==> src/inc/ps2_pkg.sv <==
/*
  Constants and carrier types for one port channel controller.
  Assumes a 20 MHz system clock; the line clock comes from the peripheral.
*/
package ps2_pkg;
  localparam int CLK_HZ = 20_000_000;
  localparam int CLK_PERIOD_NS = 1_000_000_000 / CLK_HZ;
  localparam logic [1:0] ADDR_CTRL = 2'h0;
  localparam logic [1:0] ADDR_STATUS = 2'h1;
  localparam logic [1:0] ADDR_TX = 2'h2;
  localparam logic [1:0] ADDR_RX = 2'h3;
  localparam int CTRL_ENABLE_POS = 0;
  localparam int CTRL_TXSEL_POS = 1;
  localparam int STAT_TXIDLE_POS = 0;
  localparam int STAT_RXRDY_POS = 1;
  localparam int STAT_PERR_POS = 2;
  localparam int STAT_EV_TXIDLE_POS = 4;
  localparam int STAT_EV_RXRDY_POS = 5;
  localparam logic [7:0] CTRL_RESET = 8'h00;
  localparam int START_DATA_NS_MIN = 45;
  localparam int START_DATA_NS_MAX = 90;
  localparam int CLK_FLOAT_NS_MIN = 90;
  localparam int CLK_FLOAT_NS_MAX = 130;
  localparam int END_TXSEL_NS_MIN = 3500;
  localparam int END_TXSEL_NS_MAX = 7100;
  localparam int START_DATA_CYC = (START_DATA_NS_MIN + CLK_PERIOD_NS - 1) / CLK_PERIOD_NS;
  localparam int CLK_FLOAT_CYC = (CLK_FLOAT_NS_MIN + CLK_PERIOD_NS - 1) / CLK_PERIOD_NS;
  localparam int END_TXSEL_CYC = (END_TXSEL_NS_MIN + CLK_PERIOD_NS - 1) / CLK_PERIOD_NS;
  localparam int FRAME_BITS = 11;

  typedef struct packed {
    logic clk_oe;
    logic data_oe;
  } line_drive_t;

  typedef struct packed {
    logic [1:0] addr;
    logic [7:0] wdata;
    logic wr;
    logic rd;
  } bus_req_t;
endpackage

==> src/rtl/ps2_sync.sv <==
/*
  Two-flop synchroniser with edge detection on the synchronised level.
  Assumes the input is asynchronous to clk.
*/
`timescale 1ns/10ps
module ps2_sync (
  // Clock
  input wire logic clk,
  input wire logic rst,
  input wire logic ce,
  // Level
  input wire logic async_in,
  output logic level,
  output logic fall,
  output logic rise
);
  logic meta_reg, meta_next;
  logic sync_reg, sync_next;
  logic last_reg, last_next;

  always_comb begin
    meta_next = async_in;
    sync_next = meta_reg;
    last_next = sync_reg;
  end

  always_ff @(posedge clk) begin
    if (rst) begin
      meta_reg <= 1'b1;
      sync_reg <= 1'b1;
      last_reg <= 1'b1;
    end else if (ce) begin
      meta_reg <= meta_next;
      sync_reg <= sync_next;
      last_reg <= last_next;
    end
  end

  assign level = sync_reg;
  assign fall = last_reg & ~sync_reg;
  assign rise = ~last_reg & sync_reg;
endmodule

==> src/rtl/ps2_channel_controller.sv <==
/*
  One channel of a two-wire open-drain keyboard/mouse port controller.
  Assumes the peripheral makes the line clock and the bench resolves the
  open-drain wires from the enables (enable high pulls the wire low).
*/
// What this block does, and what it expects of the peripheral (RQ6 to RQ8)
// (RQ1) Enabled in receive mode, release clock and data lines within 1000 ns.
// (RQ2) Setting transmit select pulls the clock line low to inhibit the peripheral.
// (RQ3) Once the clock line is released for sending, clear transmit-idle within 1.7 us.
// (RQ4) Transmit register write drives start bit low 45 to 90 ns later.
// (RQ5) Transmit register write releases clock line 90 to 130 ns later.
// (RQ6) Peripheral answers start bit by pulling clock low in 0.002 to 25.003 ms.
// (RQ7) Peripheral clock period 60 to 302 us, high phase 30 to 151 us.
// (RQ8) Start-bit fall to parity-bit fall spans at most 2.002 ms.
// (RQ9) When sending, present each new bit within 1 us of a clock fall.
// (RQ10) Clear transmit select 3.5 to 7.1 us after rise following eleventh fall.
// (RQ11) Set transmit-idle within 500 ns of transmit select clearing; a disable during a send clears select but leaves transmit-idle low.
// (RQ12) Release data line when transmit select goes low.
// (RQ13) Transmit-idle rising raises an event kept until firmware writes one.
// (RQ14) When receiving, sample data line on each peripheral clock fall.
// (RQ15) Set receive-ready within 1.6 us of the eleventh received fall.
// (RQ16) Reading the receive register clears receive-ready within 500 ns.
// (RQ17) Hold clock line low after a frame until firmware reads the data.
// (RQ18) With the channel disabled, drive clock low and release data.
// (RQ19) Receive-ready rising raises an event.
// (RQ20) Frame: low start, eight bits LSB first, odd parity, high stop, acknowledge.
`timescale 1ns/10ps
module ps2_channel_controller #(
  parameter int START_DATA_CYCLES = ps2_pkg::START_DATA_CYC,
  parameter int CLK_FLOAT_CYCLES = ps2_pkg::CLK_FLOAT_CYC,
  parameter int END_TXSEL_CYCLES = ps2_pkg::END_TXSEL_CYC
) (
  // Clock and reset
  input wire logic clk,
  input wire logic rst,
  input wire logic ce,
  // Register port
  input wire ps2_pkg::bus_req_t bus,
  output logic [7:0] rdata,
  // Clock line
  input wire logic port_clock_line_in,
  output logic port_clock_line_out,
  output logic port_clock_line_oe,
  // Data line
  input wire logic port_data_line_in,
  output logic port_data_line_out,
  output logic port_data_line_oe,
  // Events
  output logic [1:0] aggregated_irq_source_group
);
  import ps2_pkg::*;

  typedef enum {ST_OFF, ST_RX, ST_RX_HOLD, ST_TX_INHIBIT, ST_TX_START, ST_TX_BITS,
                ST_TX_END} state_t;

  logic clk_lvl, clk_fall, clk_rise;
  logic dat_lvl, dat_fall_unused, dat_rise_unused;

  ps2_sync u_clk_sync (
    .clk(clk),
    .rst(rst),
    .ce(ce),
    .async_in(port_clock_line_in),
    .level(clk_lvl),
    .fall(clk_fall),
    .rise(clk_rise)
  );

  ps2_sync u_dat_sync (
    .clk(clk),
    .rst(rst),
    .ce(ce),
    .async_in(port_data_line_in),
    .level(dat_lvl),
    .fall(dat_fall_unused),
    .rise(dat_rise_unused)
  );

  state_t state_reg, state_next;
  logic enable_reg, enable_next;
  logic txsel_reg, txsel_next;
  logic txidle_reg, txidle_next;
  logic rxrdy_reg, rxrdy_next;
  logic perr_reg, perr_next;
  logic [1:0] event_reg, event_next;
  logic [10:0] shift_reg, shift_next;
  logic [3:0] bitcnt_reg, bitcnt_next;
  logic [7:0] rxdata_reg, rxdata_next;
  logic [8:0] timer_reg, timer_next;
  logic [7:0] rdata_reg, rdata_next;
  logic clk_oe_reg, clk_oe_next;
  logic dat_oe_reg, dat_oe_next;
  logic started_reg, started_next;
  logic wr_tx, wr_ctrl, wr_stat, rd_rx;

  assign wr_tx = bus.wr && bus.addr == ADDR_TX;
  assign wr_ctrl = bus.wr && bus.addr == ADDR_CTRL;
  assign wr_stat = bus.wr && bus.addr == ADDR_STATUS;
  assign rd_rx = bus.rd && bus.addr == ADDR_RX;

  always_comb begin
    state_next = state_reg;
    enable_next = enable_reg;
    txsel_next = txsel_reg;
    txidle_next = txidle_reg;
    rxrdy_next = rxrdy_reg;
    perr_next = perr_reg;
    shift_next = shift_reg;
    bitcnt_next = bitcnt_reg;
    rxdata_next = rxdata_reg;
    timer_next = timer_reg;
    clk_oe_next = clk_oe_reg;
    dat_oe_next = dat_oe_reg;
    started_next = started_reg;
    event_next = event_reg;
    rdata_next = 8'h00;
    if (wr_ctrl) begin
      enable_next = bus.wdata[CTRL_ENABLE_POS];
      txsel_next = bus.wdata[CTRL_TXSEL_POS];
    end
    if (rd_rx) begin
      rxrdy_next = 1'b0; // RQ16
    end
    case (state_reg)
      ST_OFF: begin
        clk_oe_next = 1'b1; // RQ18
        dat_oe_next = 1'b0; // RQ18
        if (enable_next) begin
          state_next = txsel_next ? ST_TX_INHIBIT : ST_RX;
          bitcnt_next = 4'h0;
        end
      end
      ST_RX: begin
        clk_oe_next = 1'b0; // RQ1
        dat_oe_next = 1'b0; // RQ1
        if (clk_fall) begin
          shift_next = {dat_lvl, shift_reg[10:1]}; // RQ14
          bitcnt_next = bitcnt_reg + 4'h1;
          if (bitcnt_reg == 4'(FRAME_BITS - 1)) begin
            rxdata_next = shift_reg[9:2]; // RQ20
            perr_next = ~(^shift_reg[10:2]);
            rxrdy_next = 1'b1; // RQ15
            clk_oe_next = 1'b1; // RQ17
            state_next = ST_RX_HOLD;
          end
        end
      end
      ST_RX_HOLD: begin
        clk_oe_next = 1'b1; // RQ17
        bitcnt_next = 4'h0;
        if (rd_rx) begin
          clk_oe_next = 1'b0; // RQ17
          state_next = ST_RX;
        end
      end
      ST_TX_INHIBIT: begin
        clk_oe_next = 1'b1; // RQ2
        dat_oe_next = 1'b0;
        timer_next = 9'h000;
        started_next = 1'b0;
        if (wr_tx) begin
          shift_next = {1'b1, ~(^bus.wdata), bus.wdata, 1'b0}; // RQ20
          state_next = ST_TX_START;
        end
      end
      ST_TX_START: begin
        timer_next = timer_reg + 9'h001;
        if (timer_reg == 9'(START_DATA_CYCLES - 1)) begin
          dat_oe_next = 1'b1; // RQ4
        end
        if (timer_reg == 9'(CLK_FLOAT_CYCLES - 1)) begin
          clk_oe_next = 1'b0; // RQ5
          txidle_next = 1'b0; // RQ3
          bitcnt_next = 4'h0;
          shift_next = {1'b1, shift_reg[10:1]};
          state_next = ST_TX_BITS;
        end
      end
      ST_TX_BITS: begin
        // Peripheral may take up to 25 ms to clock; no timeout here, firmware owns that
        if (clk_fall) begin
          bitcnt_next = bitcnt_reg + 4'h1;
          if (bitcnt_reg < 4'(FRAME_BITS - 2)) begin
            dat_oe_next = ~shift_reg[0]; // RQ9
            shift_next = {1'b1, shift_reg[10:1]};
          end else begin
            dat_oe_next = 1'b0;
          end
        end
        if (clk_rise && bitcnt_reg == 4'(FRAME_BITS)) begin
          timer_next = 9'h000;
          state_next = ST_TX_END; // RQ20
        end
      end
      ST_TX_END: begin
        timer_next = timer_reg + 9'h001;
        if (timer_reg == 9'(END_TXSEL_CYCLES - 1)) begin
          txsel_next = 1'b0; // RQ10
          txidle_next = 1'b1; // RQ11
          dat_oe_next = 1'b0; // RQ12
          // Receive counts from zero; the send left eleven behind
          bitcnt_next = 4'h0;
          state_next = ST_RX;
        end
      end
      default: state_next = ST_OFF;
    endcase
    if (state_reg != ST_OFF && !enable_next) begin
      state_next = ST_OFF;
      clk_oe_next = 1'b1; // RQ18
      dat_oe_next = 1'b0; // RQ18
    end else if (state_reg != ST_OFF && state_next != ST_OFF && txsel_next
                 && (state_reg == ST_RX || state_reg == ST_RX_HOLD)) begin
      state_next = ST_TX_INHIBIT;
      clk_oe_next = 1'b1; // RQ2
      dat_oe_next = 1'b0;
    end else if (!txsel_next && state_reg >= ST_TX_INHIBIT && state_next != ST_RX) begin
      state_next = ST_RX;
      txidle_next = 1'b1;
      bitcnt_next = 4'h0;
      dat_oe_next = 1'b0; // RQ12
    end
    // Set wins over a write-one clear in the same cycle
    if (wr_stat) begin
      event_next = event_reg & ~{bus.wdata[STAT_EV_RXRDY_POS], bus.wdata[STAT_EV_TXIDLE_POS]};
    end
    if (txidle_next && !txidle_reg) begin
      event_next[0] = 1'b1; // RQ13
    end
    if (rxrdy_next && !rxrdy_reg) begin
      event_next[1] = 1'b1; // RQ19
    end
    if (bus.rd) begin
      case (bus.addr)
        ADDR_CTRL: rdata_next = {6'h00, txsel_reg, enable_reg};
        ADDR_STATUS: rdata_next = {2'h0, event_reg, 1'b0, perr_reg, rxrdy_reg, txidle_reg};
        ADDR_RX: rdata_next = rxdata_reg;
        default: rdata_next = 8'h00;
      endcase
    end
  end

  always_ff @(posedge clk) begin
    if (rst) begin
      state_reg <= ST_OFF;
      enable_reg <= CTRL_RESET[CTRL_ENABLE_POS];
      txsel_reg <= CTRL_RESET[CTRL_TXSEL_POS];
      txidle_reg <= 1'b1;
      rxrdy_reg <= 1'b0;
      perr_reg <= 1'b0;
      event_reg <= 2'h0;
      shift_reg <= 11'h7ff;
      bitcnt_reg <= 4'h0;
      rxdata_reg <= 8'h00;
      timer_reg <= 9'h000;
      rdata_reg <= 8'h00;
      clk_oe_reg <= 1'b1;
      dat_oe_reg <= 1'b0;
      started_reg <= 1'b0;
    end else if (ce) begin
      state_reg <= state_next;
      enable_reg <= enable_next;
      txsel_reg <= txsel_next;
      txidle_reg <= txidle_next;
      rxrdy_reg <= rxrdy_next;
      perr_reg <= perr_next;
      event_reg <= event_next;
      shift_reg <= shift_next;
      bitcnt_reg <= bitcnt_next;
      rxdata_reg <= rxdata_next;
      timer_reg <= timer_next;
      rdata_reg <= rdata_next;
      clk_oe_reg <= clk_oe_next;
      dat_oe_reg <= dat_oe_next;
      started_reg <= started_next;
    end
  end

  assign rdata = rdata_reg;
  assign port_clock_line_oe = clk_oe_reg;
  assign port_clock_line_out = 1'b0;
  assign port_data_line_oe = dat_oe_reg;
  assign port_data_line_out = 1'b0;
  assign aggregated_irq_source_group = event_reg;
endmodule

==> config.mk <==
export PLATFORM = sky130hd
export DESIGN_NAME = ps2_channel_controller
export DESIGN_NICKNAME = d
export VERILOG_FILES = /design/src/inc/ps2_pkg.sv /design/src/rtl/ps2_sync.sv /design/src/rtl/ps2_channel_controller.sv
export SDC_FILE = /design/constraint.sdc
export NUM_CORES = 1
export LEC_CHECK = 0
export BUFFER_PORTS_ARGS = -buffer_cell sky130_fd_sc_hd__buf_2
export CORE_ASPECT_RATIO = 0.7
export CORE_MARGIN = 2
export CORE_UTILIZATION = 53
export DETAILED_ROUTE_END_ITERATION = 8
export PLACE_DENSITY = 0.72
export SLEW_MARGIN = 30
export SYNTH_ARGS = -nofsm -noshare
export SYNTH_HDL_FRONTEND = slang
export SYNTH_SLANG_ARGS = --single-unit
==> constraint.sdc <==
create_clock -name clk -period 3.2 [get_ports clk]
set_input_delay 0 -clock clk [delete_from_list [all_inputs] [get_ports clk]]
set_output_delay 0 -clock clk [all_outputs]
set_load 0.03 [all_outputs]
# Yosys cells after proc, flatten, opt, wreduce, memory -nomap -nowiden
# Cells that the tools add are included.
[op_classes] magnitude_cmp=2 n_reduce_logical=42 muxes=63 bitwise_logic=9 eq_ne=26 add_sub_neg=2
[ops] op="32-bit 2-to-1 mux" n=11
[ops] op="32-bit case mux with 7 select lines" n=1
[ops] op="32-bit by 3-bit equality test with 1-bit output (second input constant)" n=4
[ops] op="32-bit by 2-bit equality test with 1-bit output (second input constant)" n=3
[ops] op="32-bit nonzero test" n=2
[ops] op="11-bit 2-to-1 mux" n=5
[ops] op="11-bit case mux with 4 select lines" n=1
[ops] op="32-bit by 1-bit equality test with 1-bit output (second input constant)" n=1
[ops] op="32-bit by 3-bit greater-or-equal comparator with 1-bit output (second input constant)" n=1
[ops] op="32-bit zero test" n=1
[ops] op="32-bit by 2-bit != test with 1-bit output (second input constant)" n=1
[ops] op="1-bit 2-to-1 mux" n=28
[ops] op="4-bit 2-to-1 mux" n=7
[ops] op="9-bit case mux with 3 select lines" n=1
[ops] op="8-bit case mux with 3 select lines" n=1
[ops] op="4-bit case mux with 5 select lines" n=1
[ops] op="5-bit != test (second input constant)" n=3
[ops] op="1-bit logical AND" n=13
[ops] op="2-bit != test (second input constant)" n=6
[ops] op="9-bit by 1-bit adder with 9-bit output (second input constant)" n=1
[ops] op="9-bit by 1-bit equality test with 1-bit output (second input constant)" n=1
[ops] op="9-bit by 7-bit equality test with 1-bit output (second input constant)" n=1
[ops] op="9-bit zero test" n=1
[ops] op="9-bit 2-to-1 mux" n=1
[ops] op="31 further kinds" n=48
[totals] ff_bits=86 output_inout_bits=14

# Logic depth before layout (Yosys ltp)
# Gate-level depths: netlist of the first run.
[depth] word_depth=15 mapped_depth=9 depth_no_buf=9

# Modules after synthesis
# Synthesis of the first run repeated with hierarchy kept, for this count alone.
[unflattened] hier_cells=471 hier_area_um2=4259.1
[by_module_without_submodules] module="ps2_channel_controller" instances=1 seq_area_each_um2=1621.6 area_per_inst_um2=4023.9 cells_each=449
[by_module_without_submodules] module="ps2_sync" instances=2 seq_area_each_um2=60.1 area_per_inst_um2=117.6 cells_each=11

# Least setup slack after synthesis of the first run
# Ideal clock, no wire load.
[synth_path] path_type="reg2reg" startpoint="register state_reg[29]" endpoint="register timer_reg[0]" n_path_buf=1 path_stages_with_launch=9 arrival_time_ps=2142 synth_period_minus_slack_ps=2260 path_slack_ps=940 cell_sequence="dfxtp_1 nor4_1 nand4_1 or3_1 buf_6 nor4_4 o21ai_0 nand2_2 nor2_1"
[synth_via] elab_chain_len=4 elab_cells_between_ends=9 cone_classes="5 x eq/ne; 1 x mux; 3 x reduce/logical"
[synth_rtl] item="start: declaration" line_no="ps2_channel_controller.sv:79" source="state_t state_reg, state_next;"
[synth_rtl] item="start signal: assignment" line_no="ps2_channel_controller.sv:261" source="state_reg <= state_next;"
[synth_rtl] item="32-bit by 3-bit equality test with 1-bit output" line_no="ps2_channel_controller.sv:124" source="case (state_reg)"
[synth_rtl] item="2-bit OR reduction (no source line)"
[synth_rtl] item="3-bit nonzero test (no source line)"
[synth_rtl] item="3-bit AND reduction (no source line)"
[synth_rtl] item="end signal: assignment" line_no="ps2_channel_controller.sv:271" source="timer_reg <= timer_next;"
[synth_rtl] item="end: declaration" line_no="ps2_channel_controller.sv:89" source="logic [8:0] timer_reg, timer_next;"
# Parallel ways exist; a longest one is shown, timed or not.
# A chain may end at the register's enable or synchronous reset.

# Worst setup path in the final report of the first run
[layout_path] startpoint="register state_reg[29]" endpoint="register timer_reg[5]"
# Same word-level chain as after synthesis.

==> metrics.log, run 1 <==
INFO  metric worst_r2r_startpoint = state_reg[29]$_SDFFE_PP0P_
INFO  metric buffer_ports.inserted = 28
INFO  metric worst-r2r-setup-slack = 0.47 ns
INFO  metric grt.overflow.total = 0
INFO  metric syn_area = between 4000 and 5000 um^2
INFO  metric clock-skew-final = approximately 0.0065 ns
INFO  metric rsz0062_at_grt = false
INFO  metric antenna_cells_inserted = 0
INFO  metric postCtsResizedCells = 0
INFO  metric worstHoldPathCells = 3
INFO  metric finalSetupTns = 0 ns
INFO  metric synthFlopType = sky130_fd_sc_hd__dfxtp_1
INFO  metric wl_per_cell = between 15 and 20 um
INFO  metric design.die.area = between 8000 and 9000 um^2
INFO  metric share_of_final_layout_standard_cells_stronger_than_drive_strength_1 = 0.136
INFO  metric required_time_reported_for_the_critical_path_endpoint = roughly 3.4 ns
INFO  metric synth-async-reset-ratio = 0
INFO  metric run_status = finished, final reports clean
INFO  metric synth_seq_area_share = 0.412
INFO  metric finalHoldViolations = 0
INFO  metric totalPowerFinal = approximately 2.4 mW
INFO  metric dp.final_hpwl = 7200 um
INFO  metric drt_wl_total = about 10000 um
INFO  metric leakagePower = 1.96 nW
INFO  metric worstPathBufferInverterCount = 0
INFO  metric timing.final.crit_share = 0.853
INFO  metric layout.cells.most_common = sky130_fd_sc_hd__dfxtp_1
INFO  metric filler_cell_count = 674
INFO  metric cts.sink_count = 86
INFO  metric crit_path_max_incr_delay = roughly 0.62 ns
INFO  metric grt_antenna_before_repair = 0
INFO  metric setup_violations = 0
INFO  metric synthesis.yosys.warnings = 0
INFO  metric core-area = 7770 um^2
INFO  metric tightestPinTransition = ~0.73 ns
INFO  metric slew_headroom = 0.515
INFO  metric maxcap_violations = 0
INFO  metric post_synth_num_cell_types = 59
INFO  metric crit_path_cells = nor4_1, nand4_1, or3_1, nor4_4, o21ai_0, nand2_2, nor2_1
INFO  metric grtUsageTotal = 0.254
INFO  metric clk_latency = ~0.35 ns
INFO  metric rows = 27
INFO  metric regToRegEndpoint = timer_reg[5]$_SDFFE_PP0P_
INFO  metric mostFrequentLayoutCells = sky130_fd_sc_hd__dfxtp_1, sky130_fd_sc_hd__nand2_1, sky130_fd_sc_hd__nor2_1
INFO  metric vdd_ir_drop_max = ~0.00036 V
INFO  metric vias = 3,572
INFO  metric area_delta_synth_final = 14.3%
INFO  metric final_max_slew_viol_count = 0
INFO  metric power_per_cell_area = between 500 and 600 nW/um^2
INFO  metric cts-root-to-sink-buffers = 2
INFO  metric family_with_the_most_delay_on_the_worst_path = simple AND/OR/NAND/NOR gates
INFO  metric layout.area.seq = between 1500 and 2000 um^2
INFO  metric fin_crit = approximately 2.7 ns
INFO  metric clockRootBuffer = sky130_fd_sc_hd__clkbuf_16
INFO  metric drc_violation_count_after_routing = 0
INFO  metric ios = 31
INFO  metric largest_register_ff_count = 32
INFO  metric drt_pass1_iterations = 5
INFO  metric clkSlewWorstSetupHoldPaths = 0.06 ns
INFO  metric hp-start = bus[9]
INFO  metric gp_routability_congestion = 0.989
INFO  metric worst_setup_path_end_kind = flip-flop
INFO  metric chipHeight = 78.3 um
INFO  metric min-delay-path-class = in -> reg
INFO  metric fmax = ~0.37 GHz
INFO  metric postCtsSetupRepairBufs = 0
INFO  metric cpMaxStageDelayCell = sky130_fd_sc_hd__or3_1
INFO  metric yosys_register_bits = 86
INFO  metric critical_path_peak_fanout = 10
INFO  metric die-width = approximately 110 um
INFO  metric maximum_number_of_pins_on_one_net_before_global_route_repair = 31
INFO  metric detailedRoute.firstIterationViolations = 397
INFO  metric synth-edff-count = 0
INFO  metric hold_path_end = shift_reg[8]$_SDFFE_PP1P_
INFO  metric cts_made_buffers = 9
INFO  metric rr_worst_depth = 7
INFO  metric vias_per_cell = about 6
INFO  metric critPathKind = reg -> reg
INFO  metric per_instance_average_area_after_synthesis = ~9 um^2
INFO  metric h-tree-depth = 3
INFO  metric final_antenna_net_count = 0
INFO  metric clock_tree_from_tritoncts = done
INFO  metric final_net_count = around 530
INFO  metric synthesis.instances = 477
INFO  metric multi_input_comb_area = between 2000 and 2500 um^2
INFO  metric first_global_vias = between 3,000 and 4,000
INFO  metric data_arrival_at_the_endpoint_of_the_critical_path = ~3.0 ns
INFO  metric grt_first_pass_wirelength = about 17,000 um
INFO  metric initial_utilization = 0.538
INFO  metric start_kind = flip-flop
## how the worst max path moves through the flow
| stage | slack (ns) | from | to | cells after the start |
|---|---|---|---|---|
| after global placement | 0.62 | timer_reg[0]$_SDFFE_PP0P_ | bitcnt_reg[1]$_SDFFE_PP0P_ | 8 |
| final | 0.47 | state_reg[29]$_SDFFE_PP0P_ | timer_reg[5]$_SDFFE_PP0P_ | 7 |
| after detailed placement | 0.50 | state_reg[29]$_SDFFE_PP0P_ | timer_reg[1]$_SDFFE_PP0P_ | 7 |
| after CTS | 0.47 | state_reg[29]$_SDFFE_PP0P_ | timer_reg[5]$_SDFFE_PP0P_ | 7 |
| after floorplan | 0.94 | state_reg[29]$_SDFFE_PP0P_ | timer_reg[0]$_SDFFE_PP0P_ | 8 |
| after global routing | 0.18 | state_reg[29]$_SDFFE_PP0P_ | timer_reg[6]$_SDFFE_PP0P_ | 7 |
## cell usage after synthesis, types with 9 or more instances
| cell type | instances | area (um^2) |
|---|---|---|
| sky130_fd_sc_hd__xor2_1 | 10 | 87.6 |
| sky130_fd_sc_hd__nor2_1 | 44 | 165 |
| sky130_fd_sc_hd__inv_1 | 12 | 45.0 |
| sky130_fd_sc_hd__nor3_1 | 9 | 45.0 |
| sky130_fd_sc_hd__dfxtp_1 | 86 | 1720 |
| sky130_fd_sc_hd__o211ai_1 | 12 | 90.1 |
| sky130_fd_sc_hd__nand2_1 | 49 | 184 |
| sky130_fd_sc_hd__and2_1 | 32 | 200 |
| sky130_fd_sc_hd__a21oi_1 | 21 | 105 |
| sky130_fd_sc_hd__xnor2_1 | 13 | 114 |
| sky130_fd_sc_hd__mux2i_1 | 28 | 280 |
| sky130_fd_sc_hd__o21ai_0 | 15 | 75.1 |
| sky130_fd_sc_hd__nand4_1 | 15 | 93.8 |
| sky130_fd_sc_hd__clkbuf_1 | 20 | 75.1 |
| sky130_fd_sc_hd__nand3_1 | 13 | 65.1 |
## area by class of cell
cell class	instances	share of cell area
flip-flops and latches	86	0.360
repair buffers	41	0.0523
multi-input cells	352	0.479
clock inverters	4	0.0160
inverters	13	0.0102
well taps	101	0.0264
clock buffers	12	0.0557
## cell families (layout without fill, tap and decap cells)
family                     after synthesis  after routing  share of synthesized area
and+or+nand+nor                        204            204                      0.262
DFF                                     86             86                      0.412
AOI/OAI and AO/OA                       84             84                      0.137
buffers and inverters                   40             70                     0.0413
muxes                                   33             33                     0.0805
xor gates and xnor gates                23             23                     0.0482
adders and majority gates                6              6                     0.0180
other                                    1              2                   0.000897
## timing repair
action / 4_1_cts / 5_1_grt
setup endpoints to repair: 0 / 0
hold endpoints to repair: 6 / 0
hold buffers: 5 / 0
## worst min-delay path: stages
cell and delay [ns]:
sky130_fd_sc_hd__buf_2 0.09, sky130_fd_sc_hd__mux2i_1 0.06, sky130_fd_sc_hd__o211ai_1 0.15
## report_power, final
group	leakage, nW	switching, mW	internal, mW
sequential	0.694	0.00954	1.08
combinational	1.10	0.0943	0.0543
clock	0.165	0.421	0.750
## stage by stage
stage	instance area [um^2]	hold WS, ns	utilization	setup WS [ns]	std cells
after floorplan	4190	0.128	-	0.940	478
after global placement	4390	0.219	0.565	0.621	588
after detailed placement	4390	0.240	0.565	0.495	588
after CTS	4780	0.00473	0.615	0.467	609
after global routing	4780	0.0290	0.615	0.176	609
final	4780	0.00688	0.615	0.469	609
## per-layer routing
layer,GRT usage,wire [um],share of wire,vias to the layer above
met2,0.337,3990,0.40,153
met5,0,0,0,-
met4,0.0675,104,0.010,0
met1,0.387,4970,0.50,1662
met3,0.0839,906,0.091,15
li1,-,-,-,1742
Power figures use the tool's default switching activity.
==> inputs of run 2 (changes only) <==
Settings changed: PLACE_DENSITY 0.72 to 0.76.
==> run 2 against run 1 <==
  * Count of clock-buffer cells in the layout down 3
  * Cell area down 0.92%
  * Critical path depth unchanged
  * Combinational power up 3%
  * Setup slack better by 0.044 ns
  * Non-clock buffer count up 1
  * Via count up 0.17%
  * Register-to-register slack better by 0.04 ns
  * First-iteration DRC count up 9.3%
  * Critical path type unchanged
  * Sequential share of layout area up 0.33 points
  * Sequential power about the same
  * Sequential cell count unchanged
==> metrics.log, run 2 (synthesis gave the netlist of run 1 again) <==
INFO  metric setup.worst_path.end = shift_reg[10]$_SDFFE_PP1P_
INFO  metric vdd_ir_drop_max = slightly below 0.0004 V
INFO  metric global_route.usage.met3 = 0.0789
INFO  metric clockRootBuffer = sky130_fd_sc_hd__clkbuf_16
INFO  metric drt_pass1_iterations = 5
INFO  metric layout.area.seq = about 1700 um^2
INFO  metric setup_violations = 0
INFO  metric clock_tree_from_tritoncts = done
INFO  metric final_net_count = roughly 530
INFO  metric detailedRoute.firstIterationViolations = between 400 and 500
INFO  metric first_global_vias = between 3,000 and 4,000
INFO  metric rows = 27
INFO  metric global_route.usage.met2 = 0.359
INFO  metric leakagePower = ~1.9 nW
INFO  metric drt_wl_total = 10,400 um
INFO  metric multi_input_comb_area = 2290 um^2
INFO  metric postCtsSetupRepairBufs = 0
INFO  metric maxcap_violations = 0
INFO  metric regToRegEndpoint = shift_reg[10]$_SDFFE_PP1P_
INFO  metric grt.met1_usage = 0.389
INFO  metric core-area = approximately 7800 um^2
INFO  metric dp.final_hpwl = around 7400 um
INFO  metric vias_per_cell = between 5 and 6
INFO  metric filler_cell_count = roughly 660
INFO  metric fin_crit = around 2.7 ns
INFO  metric grt_most_used_layer = met1
INFO  metric required_time_reported_for_the_critical_path_endpoint = roughly 3.5 ns
INFO  metric totalPowerFinal = 2.24 mW
INFO  metric mostFrequentLayoutCells = sky130_fd_sc_hd__dfxtp_1, sky130_fd_sc_hd__nand2_1, sky130_fd_sc_hd__nor2_1
INFO  metric design.die.area = roughly 8600 um^2
INFO  metric chipHeight = about 78 um
INFO  metric area_delta_synth_final = 13.3%
INFO  metric post_cts_hold_buffer_count = 5
INFO  metric cts-root-to-sink-buffers = 2
INFO  metric worst_r2r_startpoint = state_reg[5]$_SDFFE_PP0P_
INFO  metric tightestPinTransition = ~0.68 ns
INFO  metric initial_utilization = 0.538
INFO  metric layout.cells.most_common = sky130_fd_sc_hd__dfxtp_1
INFO  metric data_arrival_at_the_endpoint_of_the_critical_path = 2.95 ns
INFO  metric internal_power = between 1.5 and 2 mW
INFO  metric grt_first_pass_wirelength = around 17,000 um
INFO  metric grtUsageTotal = 0.258
INFO  metric p_sw = around 560 uW
INFO  metric buffer_ports.inserted = 28
INFO  metric final_max_slew_viol_count = 0
INFO  metric worstSetupStartpoint = state_reg[5]$_SDFFE_PP0P_
INFO  metric maximum_number_of_pins_on_one_net_before_global_route_repair = 31
INFO  metric clock-skew-final = around 0.0062 ns
INFO  metric vias = about 3,600
INFO  metric clockPowerShare = 0.447
INFO  metric power_per_cell_area = 473 nW/um^2
INFO  metric clk_latency = between 0.3 and 0.4 ns
INFO  metric antenna_cells_inserted = 0
INFO  metric start_kind = flip-flop
INFO  metric sequentialPowerShare = 0.484
INFO  metric grt_antenna_before_repair = 0
INFO  metric p_comb_frac = 0.069
INFO  metric critPathKind = reg -> reg
INFO  metric gp_routability_congestion = ~1.1
INFO  metric die-width = around 110 um
INFO  metric postCtsResizedCells = 0
INFO  metric power.switching_fraction = 0.252
INFO  metric fmax = between 0.3 and 0.4 GHz
INFO  metric grt.overflow.total = 0
INFO  metric critical_path_peak_fanout = 12
INFO  metric final_antenna_net_count = 0
INFO  metric min-delay-path-class = in -> reg
INFO  metric cts_made_buffers = 9
INFO  metric finalHoldViolations = 0
INFO  metric drc_violation_count_after_routing = 0
INFO  metric ios = 31
INFO  metric share_of_final_layout_standard_cells_stronger_than_drive_strength_1 = 0.138
INFO  metric wl_per_cell = 17.0 um
INFO  metric rsz0062_at_grt = false
INFO  metric slew_headroom = 0.544
INFO  metric run_status = finished, final reports clean
INFO  metric worst-r2r-setup-slack = approximately 0.5 ns
INFO  metric cts.sink_count = between 80 and 90
INFO  metric rr_worst_depth = 7
INFO  metric worst_setup_path_end_kind = flip-flop
INFO  metric h-tree-depth = 3
INFO  metric finalSetupTns = 0 ns
INFO  metric timing.final.crit_share = 0.840
INFO  metric clkSlewWorstSetupHoldPaths = approximately 0.070 ns
INFO  metric largest_register_ff_count = 32
==> run 2: changes by cell type in the layout (fill, tap and decap cells not counted), sizes merged <==
| cell | change |
|---|---|
| inv | +2 |
| bufinv | -2 |
| buf | +1 |
| clkbuf | -3 |
| clkinv | +3 |
==> run 2: final cells by class <==
type | count | share of cell area
multi-input combinational | 352 | 0.484
sequential | 86 | 0.363
timing repair buffer | 42 | 0.0544
clock buffer | 9 | 0.0475
tap | 101 | 0.0267
clock inverter | 7 | 0.0140
inverter | 13 | 0.0103
==> run 2: critical path: stages (launching register included) <==
cell and delay, ns:
sky130_fd_sc_hd__dfxtp_1 0.31, sky130_fd_sc_hd__nor4_1 0.31, sky130_fd_sc_hd__nand4_1 0.23, sky130_fd_sc_hd__or3_1 0.61
sky130_fd_sc_hd__or3_1 0.67, sky130_fd_sc_hd__o21ai_0 0.24, sky130_fd_sc_hd__nor2_1 0.07, sky130_fd_sc_hd__o211ai_1 0.17
==> run 2: through the flow <==
step	cells	hold WS, ns	cell area [um^2]	setup slack, ns	utilization
after floorplan	478	0.128	4190	0.940	-
after global placement	589	0.215	4400	0.590	0.566
after detailed placement	589	0.226	4400	0.560	0.566
after CTS	610	0.00522	4740	0.536	0.610
after global routing	610	0.0279	4740	0.243	0.610
final	610	0.0104	4740	0.513	0.610
==> run 2: how the worst min path moves through the flow <==
stage | cells after the start | to | slack, ns | startpoint
5_1_grt | 3 | shift_reg[8]$_SDFFE_PP1P_ | 0.03 | bus[9]
4_1_cts | 3 | shift_reg[7]$_SDFFE_PP1P_ | 0.005 | bus[8]
3_5_place_dp | 3 | u_dat_sync.meta_reg$_SDFFE_PP1P_ | 0.23 | port_data_line_in
3_3_place_gp | 3 | u_clk_sync.meta_reg$_SDFFE_PP1P_ | 0.21 | port_clock_line_in
6_report | 3 | shift_reg[7]$_SDFFE_PP1P_ | 0.01 | bus[8]
2_1_floorplan | 2 | u_clk_sync.meta_reg$_SDFFE_PP1P_ | 0.13 | port_clock_line_in
==> run 2: routing by layer <==
layer	part of all wire	vias up
met5	0	-
met4	0.014	0
met3	0.098	23
met2	0.41	159
met1	0.48	1655
li1	-	1741
==> run 2: power groups by stage <==
| stage | clock network [mW] | registers [mW] | logic (mW) |
|---|---|---|---|
| final | 1.00 | 1.08 | 0.154 |
| after global routing | 1.06 | 1.08 | 0.168 |
| after global placement | 0 | 1.11 | 0.144 |
| after floorplan | 0 | 1.10 | 0.102 |
| after CTS | 1.02 | 1.08 | 0.150 |
| after detailed placement | 0 | 1.11 | 0.144 |
